==> config.mk <==
export PLATFORM = sky130hd
export DESIGN_NAME = lbf_fault_mgr
export DESIGN_NICKNAME = d
export VERILOG_FILES = /design/src/rtl/lbf_pkg.sv /design/src/rtl/lbf_low_timer.sv /design/src/rtl/lbf_fault_mgr.sv
export SDC_FILE = /design/constraint.sdc
export NUM_CORES = 1
export LEC_CHECK = 0
export BUFFER_PORTS_ARGS = -buffer_cell sky130_fd_sc_hd__buf_2
export CORE_ASPECT_RATIO = 0.5
export CORE_MARGIN = 10
export CORE_UTILIZATION = 53
export CTS_BUF_LIST = sky130_fd_sc_hd__clkbuf_16
export DETAILED_ROUTE_END_ITERATION = 7
export HOLD_SLACK_MARGIN = 0.12
export PLACE_DENSITY = 0.75
export SLEW_MARGIN = 20
export SYNTH_ARGS = -nofsm -noshare
export SYNTH_HDL_FRONTEND = slang
export SYNTH_HIERARCHICAL = 1
export SYNTH_SLANG_ARGS = --single-unit
==> constraint.sdc <==
create_clock -name core_clk -period 1.8 [get_ports core_clk]
set_clock_uncertainty 0.15 [all_clocks]
set_input_delay 0 -clock core_clk [delete_from_list [all_inputs] [get_ports core_clk]]
set_output_delay 0 -clock core_clk [all_outputs]
set_load 0.1 [all_outputs]
==> src/rtl/lbf_pkg.sv <==
// Package for the LED boost fault manager: states, timing constants.
// Assumes a single 25 MHz core clock.
package lbf_pkg;
   // ---------------------------------------------------------------
   // Timing
   // ---------------------------------------------------------------
   localparam int CLK_MHZ          = 25;
   localparam int RESET_HOLD_MS    = 16;
   localparam int RESET_HOLD_CYC   = RESET_HOLD_MS * 1000 * CLK_MHZ;
   localparam int UVLO_DEGLITCH_US = 50;
   localparam int UVLO_DEGLITCH_CYC = UVLO_DEGLITCH_US * CLK_MHZ;
   localparam int IOC_SHUTDOWN_NS  = 3000;
   localparam int CLK_PERIOD_NS    = 40;
   localparam int IOC_SHUTDOWN_CYC = IOC_SHUTDOWN_NS / CLK_PERIOD_NS;
   localparam int TMR_W            = 20;

   // ---------------------------------------------------------------
   // Supervisor states, one-hot
   // ---------------------------------------------------------------
   typedef enum logic [4:0] {
      LBF_OFF     = 5'h01,
      LBF_CHECK   = 5'h02,
      LBF_RUN     = 5'h04,
      LBF_SHORT   = 5'h08,
      LBF_LATCHED = 5'h10
   } lbf_state_t;
endpackage : lbf_pkg

==> src/rtl/lbf_low_timer.sv <==
// Counter that measures how long a level has stayed continuously active.
// Assumes the level is synchronous to clk.
`timescale 1ns/1ns
`default_nettype none
module lbf_low_timer #(
   parameter int LIMIT = 16,
   parameter int W     = 20
) (
   input  wire logic clk,
   input  wire logic reset_n,
   input  wire logic level,
   output logic      expired
);
   logic [W-1:0] cnt_q;
   logic [W-1:0] cnt_d;
   logic         exp_d;
   localparam logic [W-1:0] LAST = W'(LIMIT - 1);

   always_comb begin
      cnt_d = '0;
      exp_d = 1'b0;
      if (level) begin
         cnt_d = (cnt_q == LAST) ? cnt_q : cnt_q + W'(1);
         exp_d = (cnt_q == LAST);
      end
   end

   always_ff @(posedge clk or negedge reset_n) begin
      if (!reset_n) begin
         cnt_q   <= '0;
         expired <= 1'b0;
      end else begin
         cnt_q   <= cnt_d;
         expired <= exp_d;
      end
   end
endmodule : lbf_low_timer
`default_nettype wire

==> src/rtl/lbf_fault_mgr.sv <==
// Fault supervisor for a boost LED driver: switch limits, input
// overcurrent, undervoltage lockout and LED short-to-ground check.
// Assumes comparator inputs are already synchronous to core_clk.
`timescale 1ns/1ns
`default_nettype none

// Behaviour
// A primary switch limit trip ends the on-time only, with no flag and no other output change.
// A secondary switch limit trip shuts the block down at once into a latched-off state.
// That trip opens the disconnect switch, drops sinks and boost, and raises the fault flag.
// The secondary latch clears only after the enable/dimming input stays low for 16 ms.
// An input overcurrent trip completes shutdown in under 3 us.
// After input overcurrent the fault flag is driven low and the block stays latched off.
// Input overcurrent removes the disconnect gate drive at once, also during startup.
// The input overcurrent latch clears only after the enable/dimming input is low for 16 ms.
// Lockout releases on the rise level and asserts only after 50 us below the fall level.
// An LED pin shorted to ground at first enable halts startup with disconnect on and flag set.
// The halted startup resumes by itself once the short is gone.
// Detectors that startup transients would trip are masked during startup.
// The fault flag is open drain: pulled low on fault, released otherwise.
// A lockout event clears every latched fault and turns all outputs off.
// The clear timer counts only while enable is continuously low and restarts otherwise.
module lbf_fault_mgr #(
   parameter int NUM_SINKS     = 6,
   parameter int RESET_HOLD    = lbf_pkg::RESET_HOLD_CYC,
   parameter int STARTUP_MASK  = 64
) (
   input  wire logic                 core_clk,
   input  wire logic                 reset_n,
   input  wire logic                 en_pwm,
   input  wire logic                 pwm_on_req,
   input  wire logic                 lockout_rise_ok,
   input  wire logic                 lockout_fall_low,
   input  wire logic                 primary_switch_trip,
   input  wire logic                 secondary_switch_trip,
   input  wire logic                 input_overcurrent_trip,
   input  wire logic [NUM_SINKS-1:0] led_pin_grounded,
   output logic                      boost_gate_en,
   output logic                      disconnect_pmos_on,
   output logic [NUM_SINKS-1:0]      sink_en,
   output logic                      fault_flag_o,
   output logic                      fault_flag_oe_n,
   output logic                      latched_fault
);
   localparam int UV_W = 12;
   localparam logic [UV_W-1:0] UV_LAST = UV_W'(lbf_pkg::UVLO_DEGLITCH_CYC);
   localparam logic [7:0]      SM_LAST = 8'(STARTUP_MASK);

   // ---------------------------------------------------------------
   // Lockout deglitch and enable-low clear timer
   // ---------------------------------------------------------------
   logic            uv_ok_q,  uv_ok_d;
   logic [UV_W-1:0] uv_cnt_q, uv_cnt_d;
   logic            clear_hit;

   always_comb begin
      uv_ok_d  = uv_ok_q;
      uv_cnt_d = '0;
      if (!uv_ok_q) begin
         uv_ok_d = lockout_rise_ok;
      end else if (lockout_fall_low) begin
         uv_cnt_d = uv_cnt_q + UV_W'(1);
         if (uv_cnt_q == UV_LAST) begin
            uv_ok_d  = 1'b0;
            uv_cnt_d = '0;
         end
      end
   end

   lbf_low_timer #(.LIMIT(RESET_HOLD), .W(lbf_pkg::TMR_W)) u_clr (
      .clk     (core_clk),
      .reset_n (reset_n),
      .level   (!en_pwm),
      .expired (clear_hit)
   );

   // ---------------------------------------------------------------
   // Supervisor
   // ---------------------------------------------------------------
   lbf_pkg::lbf_state_t st_q, st_d;
   logic [7:0] sm_cnt_q, sm_cnt_d;
   logic       masked;
   logic       any_short;

   assign masked    = (sm_cnt_q != SM_LAST);
   assign any_short = |led_pin_grounded;

   always_comb begin
      st_d     = st_q;
      sm_cnt_d = sm_cnt_q;
      unique case (st_q)
         lbf_pkg::LBF_OFF: begin
            sm_cnt_d = '0;
            if (uv_ok_q && en_pwm && pwm_on_req)
               st_d = lbf_pkg::LBF_CHECK;
         end
         lbf_pkg::LBF_CHECK: begin
            st_d = any_short ? lbf_pkg::LBF_SHORT : lbf_pkg::LBF_RUN;
         end
         lbf_pkg::LBF_SHORT: begin
            if (!any_short) st_d = lbf_pkg::LBF_RUN;
         end
         lbf_pkg::LBF_RUN: begin
            if (masked) sm_cnt_d = sm_cnt_q + 8'h01;
            if (!en_pwm && clear_hit) st_d = lbf_pkg::LBF_OFF;
         end
         lbf_pkg::LBF_LATCHED: begin
            if (clear_hit) st_d = lbf_pkg::LBF_OFF;
         end
         default: st_d = lbf_pkg::LBF_OFF;
      endcase
      // Input OC latches in every active state, startup included; secondary trip only in RUN once unmasked
      if (st_q != lbf_pkg::LBF_OFF && st_q != lbf_pkg::LBF_LATCHED) begin
         if (input_overcurrent_trip) st_d = lbf_pkg::LBF_LATCHED;
         if (secondary_switch_trip && !masked)
            st_d = lbf_pkg::LBF_LATCHED;
      end
      if (!uv_ok_q) st_d = lbf_pkg::LBF_OFF;
   end

   // ---------------------------------------------------------------
   // Outputs, all registered
   // ---------------------------------------------------------------
   logic                 boost_d, disc_d, flag_d, latch_d;
   logic [NUM_SINKS-1:0] sink_d;

   always_comb begin
      boost_d = 1'b0;
      disc_d  = 1'b0;
      flag_d  = 1'b0;
      sink_d  = '0;
      latch_d = (st_d == lbf_pkg::LBF_LATCHED);
      unique case (st_d)
         lbf_pkg::LBF_OFF, lbf_pkg::LBF_LATCHED: flag_d = latch_d;
         lbf_pkg::LBF_CHECK: disc_d = 1'b1;
         lbf_pkg::LBF_SHORT: begin
            disc_d = 1'b1;
            flag_d = 1'b1;
         end
         lbf_pkg::LBF_RUN: begin
            disc_d  = 1'b1;
            sink_d  = {NUM_SINKS{pwm_on_req}};
            // Primary limit only chops this on-time
            boost_d = pwm_on_req && !primary_switch_trip;
         end
         default: ;
      endcase
   end

   always_ff @(posedge core_clk or negedge reset_n) begin
      if (!reset_n) begin
         uv_ok_q            <= 1'b0;
         uv_cnt_q           <= '0;
         st_q               <= lbf_pkg::LBF_OFF;
         sm_cnt_q           <= '0;
         boost_gate_en      <= 1'b0;
         disconnect_pmos_on <= 1'b0;
         sink_en            <= '0;
         fault_flag_o       <= 1'b0;
         fault_flag_oe_n    <= 1'b1;
         latched_fault      <= 1'b0;
      end else begin
         uv_ok_q            <= uv_ok_d;
         uv_cnt_q           <= uv_cnt_d;
         st_q               <= st_d;
         sm_cnt_q           <= sm_cnt_d;
         boost_gate_en      <= boost_d;
         disconnect_pmos_on <= disc_d;
         sink_en            <= sink_d;
         fault_flag_o       <= 1'b0;
         fault_flag_oe_n    <= !flag_d;
         latched_fault      <= latch_d;
      end
   end

   // ---------------------------------------------------------------
   // Checks
   // ---------------------------------------------------------------
   // Outputs register the next state, so they agree with st_q in the same cycle
   a_ioc_disc_off: assert property (@(posedge core_clk) disable iff (!reset_n)
      input_overcurrent_trip && disconnect_pmos_on && uv_ok_q
      |-> ##[1:2] !disconnect_pmos_on) else $error("disconnect not opened");
   a_ioc_fast: assert property (@(posedge core_clk) disable iff (!reset_n)
      input_overcurrent_trip && boost_gate_en |-> ##[1:2] !boost_gate_en)
      else $error("ioc shutdown slow");
   a_sec_latch: assert property (@(posedge core_clk) disable iff (!reset_n)
      secondary_switch_trip && st_q == lbf_pkg::LBF_RUN && !masked && uv_ok_q
      |=> latched_fault && !fault_flag_oe_n && !disconnect_pmos_on && sink_en == '0)
      else $error("secondary trip not latched");
   a_sec_outputs: assert property (@(posedge core_clk) disable iff (!reset_n)
      latched_fault |-> !boost_gate_en && !disconnect_pmos_on && !fault_flag_oe_n)
      else $error("latched outputs wrong");
   a_latch_hold: assert property (@(posedge core_clk) disable iff (!reset_n)
      latched_fault && !clear_hit && uv_ok_q |=> latched_fault)
      else $error("latch dropped early");
   a_ioc_flag: assert property (@(posedge core_clk) disable iff (!reset_n)
      st_q == lbf_pkg::LBF_LATCHED |-> !fault_flag_oe_n)
      else $error("flag not low");
   a_latch_clear: assert property (@(posedge core_clk) disable iff (!reset_n)
      st_q == lbf_pkg::LBF_LATCHED && clear_hit && uv_ok_q |=> st_q == lbf_pkg::LBF_OFF)
      else $error("latch not cleared");
   a_uv_deglitch: assert property (@(posedge core_clk) disable iff (!reset_n)
      uv_ok_q && !lockout_fall_low |=> uv_ok_q)
      else $error("lockout without dip");
   a_short_halt: assert property (@(posedge core_clk) disable iff (!reset_n)
      st_q == lbf_pkg::LBF_SHORT
      |-> sink_en == '0 && !boost_gate_en && disconnect_pmos_on && !fault_flag_oe_n)
      else $error("short halt outputs");
   a_primary_noflag: assert property (@(posedge core_clk) disable iff (!reset_n)
      st_q == lbf_pkg::LBF_RUN && primary_switch_trip && !secondary_switch_trip
      && !input_overcurrent_trip && uv_ok_q && en_pwm |=> !boost_gate_en && disconnect_pmos_on
      && fault_flag_oe_n) else $error("primary trip misbehaves");
   a_uv_clear: assert property (@(posedge core_clk) disable iff (!reset_n)
      !uv_ok_q |=> st_q == lbf_pkg::LBF_OFF) else $error("lockout not off");
   a_clear_restart: assert property (@(posedge core_clk) disable iff (!reset_n)
      en_pwm |=> !clear_hit) else $error("clear timer ran while enabled");
   c_latched: cover property (@(posedge core_clk) st_q == lbf_pkg::LBF_LATCHED);
   c_short:   cover property (@(posedge core_clk) st_q == lbf_pkg::LBF_SHORT);
   c_run:     cover property (@(posedge core_clk) boost_gate_en);
   c_lockout: cover property (@(posedge core_clk) uv_ok_q ##1 !uv_ok_q);
endmodule : lbf_fault_mgr
`default_nettype wire

# Yosys cells after proc, flatten, opt, wreduce, memory -nomap -nowiden

Index checks and enable logic that the tools add are counted.

Reduce and logical (&&, ||, !) cells: 15
Mux-type cells: 25
Equality and inequality tests: 17
$add $sub $neg: 3

Operator list:

| operator              | number |
|---|---|
| $mux 20               | 2 |
| $mux 5                | 8 |
| $mux 12               | 3 |
| $pmux 5 s5            | 1 |
| $add 20x1->20 const B | 1 |
| $eq 20x19->1 const B  | 1 |
| $pmux 8 s2            | 1 |
| $add 12x1->12 const B | 1 |
| $eq 12x11->1 const B  | 1 |
| $eq 5x1->1 const B    | 2 |
| $eq 5x2->1 const B    | 2 |
| $eq 5x3->1 const B    | 2 |
| $eq 5x4->1 const B    | 2 |
| $eq 5x5->1 const B    | 2 |
| $add 8x1->8 const B   | 1 |
| $mux 8                | 1 |
| $ne 8x7->1 const B    | 1 |
| $logic_and 1x1->1     | 6 |
| $mux 1                | 6 |
| $mux 6                | 1 |
| $reduce_or 6->1       | 1 |
| $ne 5x1->1 const B    | 1 |
| $ne 5x5->1 const B    | 1 |
| $logic_not 1->1       | 4 |
| other kinds (7)       | 8 |

Bits in registers: 57
Logic and storage cells: 71

# Logic depth before layout (Yosys ltp)

Gate-level depths: netlist (run 1).

Word-level depth: 12
Depth in mapped cells: 8

# Modules after synthesis

Netlist (run 1), hierarchy kept.

By module, submodules not included:

| module        | seq. area each (um^2) | cells an instance | instances | area an instance (um^2) |
|---|---|---|---|---|
| lbf_fault_mgr | 778.2                 | 180               | 1         | 1,745.4 |
| lbf_low_timer | 525.5                 | 111               | 1         | 1,086.0 |

# Worst setup path before layout (run 1)

No wires, ideal clock.

Path type: reg2reg
From: register u_clr.cnt_q[0]
To: register u_clr.cnt_q[16]
Data arrival time: 1.604 ns
Slack: -0.073 ns
Required time: 1.531 ns
Setup time: 0.119 ns
Period minus slack after synthesis: 1.873 ns
Stages on the path, launching flop included: 7
Cell sequence: dfrtp_1 > ha_1 > nand3_1 > or2_1 > buf_6 > o31a_2 > o21a_1

Longest elaborated chain between the ends: 3
Elaborated cells between the ends (all ways): 5
Classes of those cells: add/sub: 1; eq/ne: 2; mux: 2

Ends and longest elaborated chain:

| what                   | RTL line            | text |
|---|---|---|
| start, declared        | lbf_low_timer.sv:14 | `logic [W-1:0] cnt_q;` |
| start signal, assigned | lbf_low_timer.sv:33 | `cnt_q <= cnt_d;` |
| $add 20x1->20          | lbf_low_timer.sv:23 | `cnt_d = (cnt_q == LAST) ? cnt_q : cnt_q + W'(1);` |
| $mux 20                | lbf_low_timer.sv:23 |  |
| $mux 20                | lbf_low_timer.sv:22 | `if (level) begin` |

Parallel ways exist; a longest one is shown, timed or not. The select of a mux whose other input is x is not followed.
A chain may end at the register's enable or synchronous reset.

# Final worst setup path (run 1)

From: register sm_cnt_q[1]
To: register sm_cnt_q[2]

Longest elaborated chain between the ends: 3
Elaborated cells between the ends (all ways): 6
Classes of those cells: add/sub: 1; eq/ne: 2; mux: 2; reduce/logical: 1

Ends and longest elaborated chain:

| what                                           | RTL line                                  | text |
|---|---|---|
| start, declared                                | lbf_fault_mgr.sv:81                       | `logic [7:0] sm_cnt_q, sm_cnt_d;` |
| start signal, assigned                         | lbf_fault_mgr.sv:166                      | `sm_cnt_q <= sm_cnt_d;` |
| $add 8x1->8 or $ne 8x7->1 (tied branches)      | lbf_fault_mgr.sv:104, lbf_fault_mgr.sv:85 |  |
| $mux 8 or $ne 2x2->1 (tied branches)           | --                                        |  |
| $pmux 8 s2 or $reduce_and 2->1 (tied branches) | --                                        |  |

Parallel ways exist; a longest one is shown, timed or not. The select of a mux whose other input is x is not followed.

==> flow_summary.json, run 1 <==
{
  "status": "finished, violations left",
  "violations": "negative setup slack",
  "via_count": 2353,
  "hp-class": "in2reg",
  "post-route-cell-area_um2": 3512,
  "grtUsageTotal_pct": 14.84,
  "drtIter0Drc": 146,
  "fin_total_pwr_w": 0.003201,
  "port_buffers": 24,
  "min_period_ns": 1.856,
  "clk_pin_slew_ns": 0.07,
  "die_x_um": 123.4,
  "first_global_vias": 2261,
  "grt_max_degree": 35,
  "areaGrowthSynthToFinish_pct": 24.04,
  "globalplace.congestion": 0.9219,
  "fmax_mhz": 538.8,
  "grt_setup_unrepaired": "true",
  "diodes": 0,
  "dieHeight_um": 71.69,
  "period_share_pct": 103.1,
  "totalWireLength_mm": 6.537,
  "ant_nets": 0,
  "vias_per_cell": 5.602,
  "crit_required_ns": 1.86,
  "post_layout_nonfiller_instances": 420,
  "r2r_slack_ns": -0.06,
  "hold-path-cell-count": 5,
  "max-slew-margin-rel_pct": 49.60,
  "ys_seq_elements": 52,
  "p_per_area_nw_per_um2": 911.4,
  "synthTopCellsByArea": "dfrtp_1, nor2_1, xnor2_1",
  "grt_pass1_wl_mm": 10.77,
  "fillCellCount": 361,
  "dp_cells": 395,
  "yosysTopAreaCell": "dfrtp_1",
  "setup_viol": 7,
  "wl_per_cell_um": 15.56,
  "path_class": "reg2reg",
  "p_leak_nw": 1.565,
  "cp-end-kind": "flop",
  "r2r_end": "sm_cnt_q[2]",
  "dpl.hpwl_mm": 4.423,
  "synth_ff_type": "dfrtp_1",
  "cts_htree_levels": 2,
  "rr_worst_depth": 8,
  "syn_avg_cell_area_um2": 9.730,
  "min_from": "led_pin_grounded[3]",
  "critPathMaxFanout": 2,
  "dr.pass1.iters": 5,
  "arrival_ns": 1.91,
  "synthTopCellsByCount": "dfrtp_1, nor2_1, nand2_1",
  "synth.most_common_cell": "dfrtp_1",
  "yosysWarnings": 6,
  "dieArea_um2": 8843,
  "setup_slack_ns": -0.05585,
  "cpMaxStageDelayCell": "dfrtp_1",
  "synth_nets": 311,
  "worst_slew_pin_slew_ns": 0.7560,
  "overflow": 0,
  "regArea_um2": 1304,
  "cp_slowest_stage_delay_ns": 0.38,
  "min_to": "fault_flag_oe_n",
  "placementRows": 18,
  "drc_errors": 0,
  "pin_count": 26,
  "crit_family": "simple AND/OR/NAND/NOR gates",
  "drive_gt1_share_pct": 26.29,
  "antenna_found_initial": 0,
  "synth_cells": 291,
  "crit_path_start_kind": "flop",
  "start_util_pct": 56.13,
  "maxSlewViolCount": 0,
  "cp.buffers_inverters": 2,
  "cts_made_buffers": 5,
  "fin_nets": 369,
  "ys_types": 59,
  "async_flop_share_pct": 100.0,
  "r2r_start": "sm_cnt_q[1]",
  "synth_edf_count": 0,
  "cts_sinks": 52,
  "dpl-instance-area_um2": 3139,
  "yosysSeqAreaShare_pct": 46.05,
  "cts_buffer_depth": 2,
  "hold_viol": 0,
  "multi_input_area_um2": 1443,
  "netlist.area_leader.share_pct": 44.19,
  "cp_cell_sequence": "inv_1, ha_1, nor4b_4, nand3_2, buf_4, nand2_2, mux2_1, o22ai_1",
  "cts_tree": "done",
  "drv_cap": 0,
  "synth_area_um2": 2831,
  "coreArea_um2": 5045,
  "clk_latency_ns": 0.28,
  "root_buffer": "clkbuf_16",
  "irDropWorstVdd_mv": 0.7096
}
layout by cell type (no fill, tap or decap), drive strengths merged, types with 2 or more instances in the layout:
master        count
xor2              9
buf              55
or2               3
nand3            17
and4              2
nor4bb            2
dlymetal6s4s      2
nand2            22
clkbuf            5
nor4              9
mux2i             4
a31oi             6
ha                5
o21a              4
a211oi            3
dlygate4sd3      10
o21ai             7
a21oi             2
inv              13
nor4b             3
or3               3
nor3             14
dfrtp            50
clkinv            3
nor2             42
and3              7
xnor2            15
dfstp             2
nand4             9
nand2b            4
flip-flops by register name, summed over array words and instances, names as in the netlist:
name                cells
u_clr/expired           1
fault_flag_oe_n         1
u_clr/cnt_q            20
uv_cnt_q               12
uv_ok_q                 1
latched_fault           1
sm_cnt_q                8
disconnect_pmos_on      1
sink_en                 1
boost_gate_en           1
st_q                    5
where the power goes:
group	switching (W)	internal, W
registers	0.0000704	0.00125
clock network	0.000402	0.000506
logic	0.000602	0.000369
logic make-up after synthesis:
logic type / Yosys count / synth area share (%)
compound gates: 34 / 9.590
xor+xnor: 24 / 7.424
fa+ha+maj: 5 / 2.209
buf+inv: 29 / 5.789
flops: 52 / 46.05
mux: 5 / 1.812
other cells: 1 / 0.1324
simple gates: 141 / 27.00
final cells by class:
class | count | area share [%]
Tap cell | 70 | 2.494
Clock buffer | 5 | 3.563
Timing Repair Buffer | 67 | 13.97
Sequential cell | 52 | 37.12
Multi-Input combinational cell | 210 | 41.08
Clock inverter | 3 | 0.3919
Inverter | 13 | 1.389
per-layer routing:
metal | share of wire [%] | vias to the layer above | track usage, % | wire [um]
met1 | 45 | 1142 | 19.13 | 2953
met3 | 5.3 | 10 | 3.675 | 345
met4 | 1.3 | 0 | 3.466 | 85
met2 | 48 | 64 | 24.56 | 3153
li1 | - | 1137 | - | -
met5 | 0 | - | 0 | 0
tightest hold or removal path, stage by stage:
cell and delay [ns]:
buf_2 0.08, nor4_1 0.04, nand2_1 0.07, dlymetal6s4s_1 0.22, a31oi_1 0.09
worst max path at each step:
stage / startpoint / end / slack (ns) / cells after the start
after floorplan: u_clr/cnt_q[0] / u_clr/cnt_q[16] / 0.005 / 6
after global placement: sm_cnt_q[0] / disconnect_pmos_on / -0.001 / 7
after detailed placement: sm_cnt_q[1] / disconnect_pmos_on / -0.1 / 7
after CTS: sm_cnt_q[1] / st_q[3] / -0.03 / 7
after global routing: sm_cnt_q[1] / st_q[3] / -0.18 / 7
final: sm_cnt_q[1] / sm_cnt_q[2] / -0.06 / 8
through the flow:
stage	worst slack (ns)	hold WS [ns]	utilization [%]	TNS [ns]
after detailed placement	-0.09989	-0.1661	62.23	-0.4975
after global routing	-0.1778	0.1020	69.62	-1.679
after floorplan	0.004722	-0.4456	-	0
after CTS	-0.02709	0.1398	67.44	-0.07235
final	-0.05585	0.07324	69.62	-0.2416
after global placement	-0.001297	-0.1853	62.23	-0.001297
timing repair:
item	in CTS	in global routing
hold endpoints to repair	82	1
gates resized for setup	3	13
buffers inserted	0	5
hold buffers	11	1
pin swaps	3	6
setup endpoints to repair	9	37
Note: power is estimated with default switching activity, not from simulation.
==> run 2, diff against run 1 <==
--- a/config.mk
+++ b/config.mk
@@ -5,12 +5,12 @@
 export SDC_FILE = /design/constraint.sdc
 export NUM_CORES = 1
 export LEC_CHECK = 0
-export BUFFER_PORTS_ARGS = -buffer_cell sky130_fd_sc_hd__buf_2
 export CORE_ASPECT_RATIO = 0.5
 export CORE_MARGIN = 10
-export CORE_UTILIZATION = 53
+export CORE_UTILIZATION = 57
 export CTS_BUF_LIST = sky130_fd_sc_hd__clkbuf_16
 export DETAILED_ROUTE_END_ITERATION = 7
+export DONT_BUFFER_PORTS = 1
 export HOLD_SLACK_MARGIN = 0.12
 export PLACE_DENSITY = 0.75
 export SLEW_MARGIN = 20
==> run 2 against run 1 <==
  * The run still ends with negative setup slack left
  * Sequential power grew 8%
  * Sequential share of layout area is 0.23 points lower
  * Worst setup slack got worse by 0.056 ns
  * Maximum frequency decreased by 2.9%
  * Combinational power shrank 8.3%
  * Wire length is 5.0% higher
  * Critical endpoint is now boost_gate_en
  * Largest cell class unchanged
  * Highest routed layer unchanged
==> flow_summary.json, run 2 (same netlist as run 1, synthesis figures left out) <==
{
  "status": "finished, violations left",
  "violations": "negative setup slack",
  "min_from": "lockout_rise_ok",
  "post-route-cell-area_um2": 3545,
  "final_common_cell": "dfrtp_1",
  "cts_htree_levels": 2,
  "port_buffers": 0,
  "seqPwrFrac_pct": 41.9,
  "irDropWorstVdd_mv": 0.6832,
  "diodes": 0,
  "hold-path-cell-count": 2,
  "crit_path_start_kind": "flop",
  "final_util_pct": 77.15,
  "hold_viol": 0,
  "wl_per_cell_um": 17.28,
  "areaGrowthSynthToFinish_pct": 25.19,
  "p_leak_nw": 1.527,
  "setup_slack_ns": -0.1115,
  "place_worst_setup_slack_ns": -0.06950,
  "start_util_pct": 61.63,
  "dpl-instance-area_um2": 3060,
  "first_global_vias": 2291,
  "setup_viol": 10,
  "drc_errors": 0,
  "dp_cells": 370,
  "maxSlewViolCount": 0,
  "critPathLaunch": "sm_cnt_q[1]",
  "critPathMaxFanout": 4,
  "grt_max_degree": 53,
  "globalplace.congestion": 0.9503,
  "path_class": "reg2reg",
  "intPower_w": 0.002282,
  "fin_nets": 350,
  "switchingPower_w": 0.001107,
  "crit_required_ns": 1.83,
  "layout_common_cells": "dfrtp_1, nor2_1, buf_4",
  "cp-end-kind": "flop",
  "p_clk_share_pct": 31.8,
  "totalWireLength_mm": 6.862,
  "arrival_ns": 1.94,
  "drive_gt1_share_pct": 23.87,
  "dieHeight_um": 69.84,
  "top_regs": "u_clr/cnt_q: 20 flops, uv_cnt_q: 12 flops, sm_cnt_q: 8 flops",
  "ant_nets": 0,
  "die_x_um": 119.7,
  "cts_buffer_depth": 2,
  "grtUsageTotal_pct": 16.01,
  "root_buffer": "clkbuf_16",
  "coreArea_um2": 4594,
  "hp-class": "in2reg",
  "tns_ns": -0.5869,
  "placementRows": 17,
  "min_period_ns": 1.911,
  "pin_count": 26,
  "clk_latency_ns": 0.29,
  "period_share_pct": 106.2,
  "drtIter0Drc": 275,
  "combPwrFrac_pct": 26.3,
  "regMostFlops": "u_clr/cnt_q",
  "cts_made_buffers": 5,
  "dpl.hpwl_mm": 4.188,
  "top_layer": "met4",
  "cts_tree": "done",
  "vias_per_cell": 5.761,
  "power.share.switching_pct": 32.66,
  "fmax_mhz": 523.2,
  "r2r_start": "sm_cnt_q[1]",
  "largest_register_ff_count": 20,
  "grt_pass1_wl_mm": 11.41,
  "antenna_found_initial": 0,
  "via_count": 2287,
  "dieArea_um2": 8358,
  "grt_setup_unrepaired": "true",
  "cts_sinks": 52,
  "wl_met1_mm": 3.075,
  "p_per_area_nw_per_um2": 956.2,
  "drv_cap": 0,
  "clk_pin_slew_ns": 0.07,
  "dr.pass1.iters": 4,
  "post_layout_nonfiller_instances": 397,
  "overflow": 0,
  "route.met3.wl_um": 396,
  "rr_worst_depth": 7,
  "route.met2.wl_mm": 3.365
}
run 2: cell types whose count changed in the layout (fill, tap and decap cells not counted), moves of 2 or more:
cell,delta
dlygate4sd3_1,+6
inv_2,+2
dlymetal6s4s_1,-2
inv_1,-2
buf_2,-24
buf_16,+2
buf_4,-2
run 2: power by group through the flow:
stage / Sequential, W / Combinational [W] / Clock, W
after floorplan: 0.00153 / 0.000451 / 0
final: 0.00142 / 0.000890 / 0.00108
after CTS: 0.00140 / 0.000812 / 0.00108
after detailed placement: 0.00142 / 0.000741 / 0
after global routing: 0.00143 / 0.000963 / 0.00115
after global placement: 0.00142 / 0.000733 / 0
run 2: layer usage:
metal / GRT usage [%] / vias to the layer above
met4: 2.632 / 0
met5: 0 / -
met2: 26.80 / 65
li1: - / 1097
met1: 20.78 / 1120
met3: 3.725 / 5
run 2: layout make-up:
cell class	count	area, um^2
multi-input combinational	210	1481
timing repair buffer	48	456.7
clock buffer	5	125.1
tap	66	82.58
inverter	13	48.80
fill	279	1050
clock inverter	3	42.54
sequential	52	1308
run 2: worst paths after layout:
kind                                    to  slack [ns]
max in group asynchronous  fault_flag_oe_n        0.62
max reg2reg                  boost_gate_en       -0.11
min reg2reg                 u_clr/cnt_q[4]        0.38
min in group asynchronous    latched_fault        0.62
min                                uv_ok_q        0.26
max                          boost_gate_en       -0.11
run 2: through the flow:
step,power [W],hold slack (ns)
global placement,0.002153,-0.4439
global route,0.003540,0.2826
CTS,0.003295,-0.02287
detailed placement,0.002165,-0.4438
floorplan,0.001976,-0.4456
finish,0.003389,0.2578
run 2: repair_timing:
item | 4_1_cts | 5_1_grt
cloned | 0 | 0
hold endpoints to repair | 84 | 6
pin swaps | 2 | 12
setup endpoints to repair | 6 | 28
buffers inserted | 1 | 1
resized for setup | 2 | 22
hold buffers | 16 | 1
run 2: worst max-delay path: stages (launching register included):
cell and delay, ns:
dfrtp_1 0.40, inv_2 0.08, ha_4 0.13, nor4b_4 0.23
nand3_2 0.17, a211oi_4 0.38, nor3_2 0.08, and3b_1 0.19
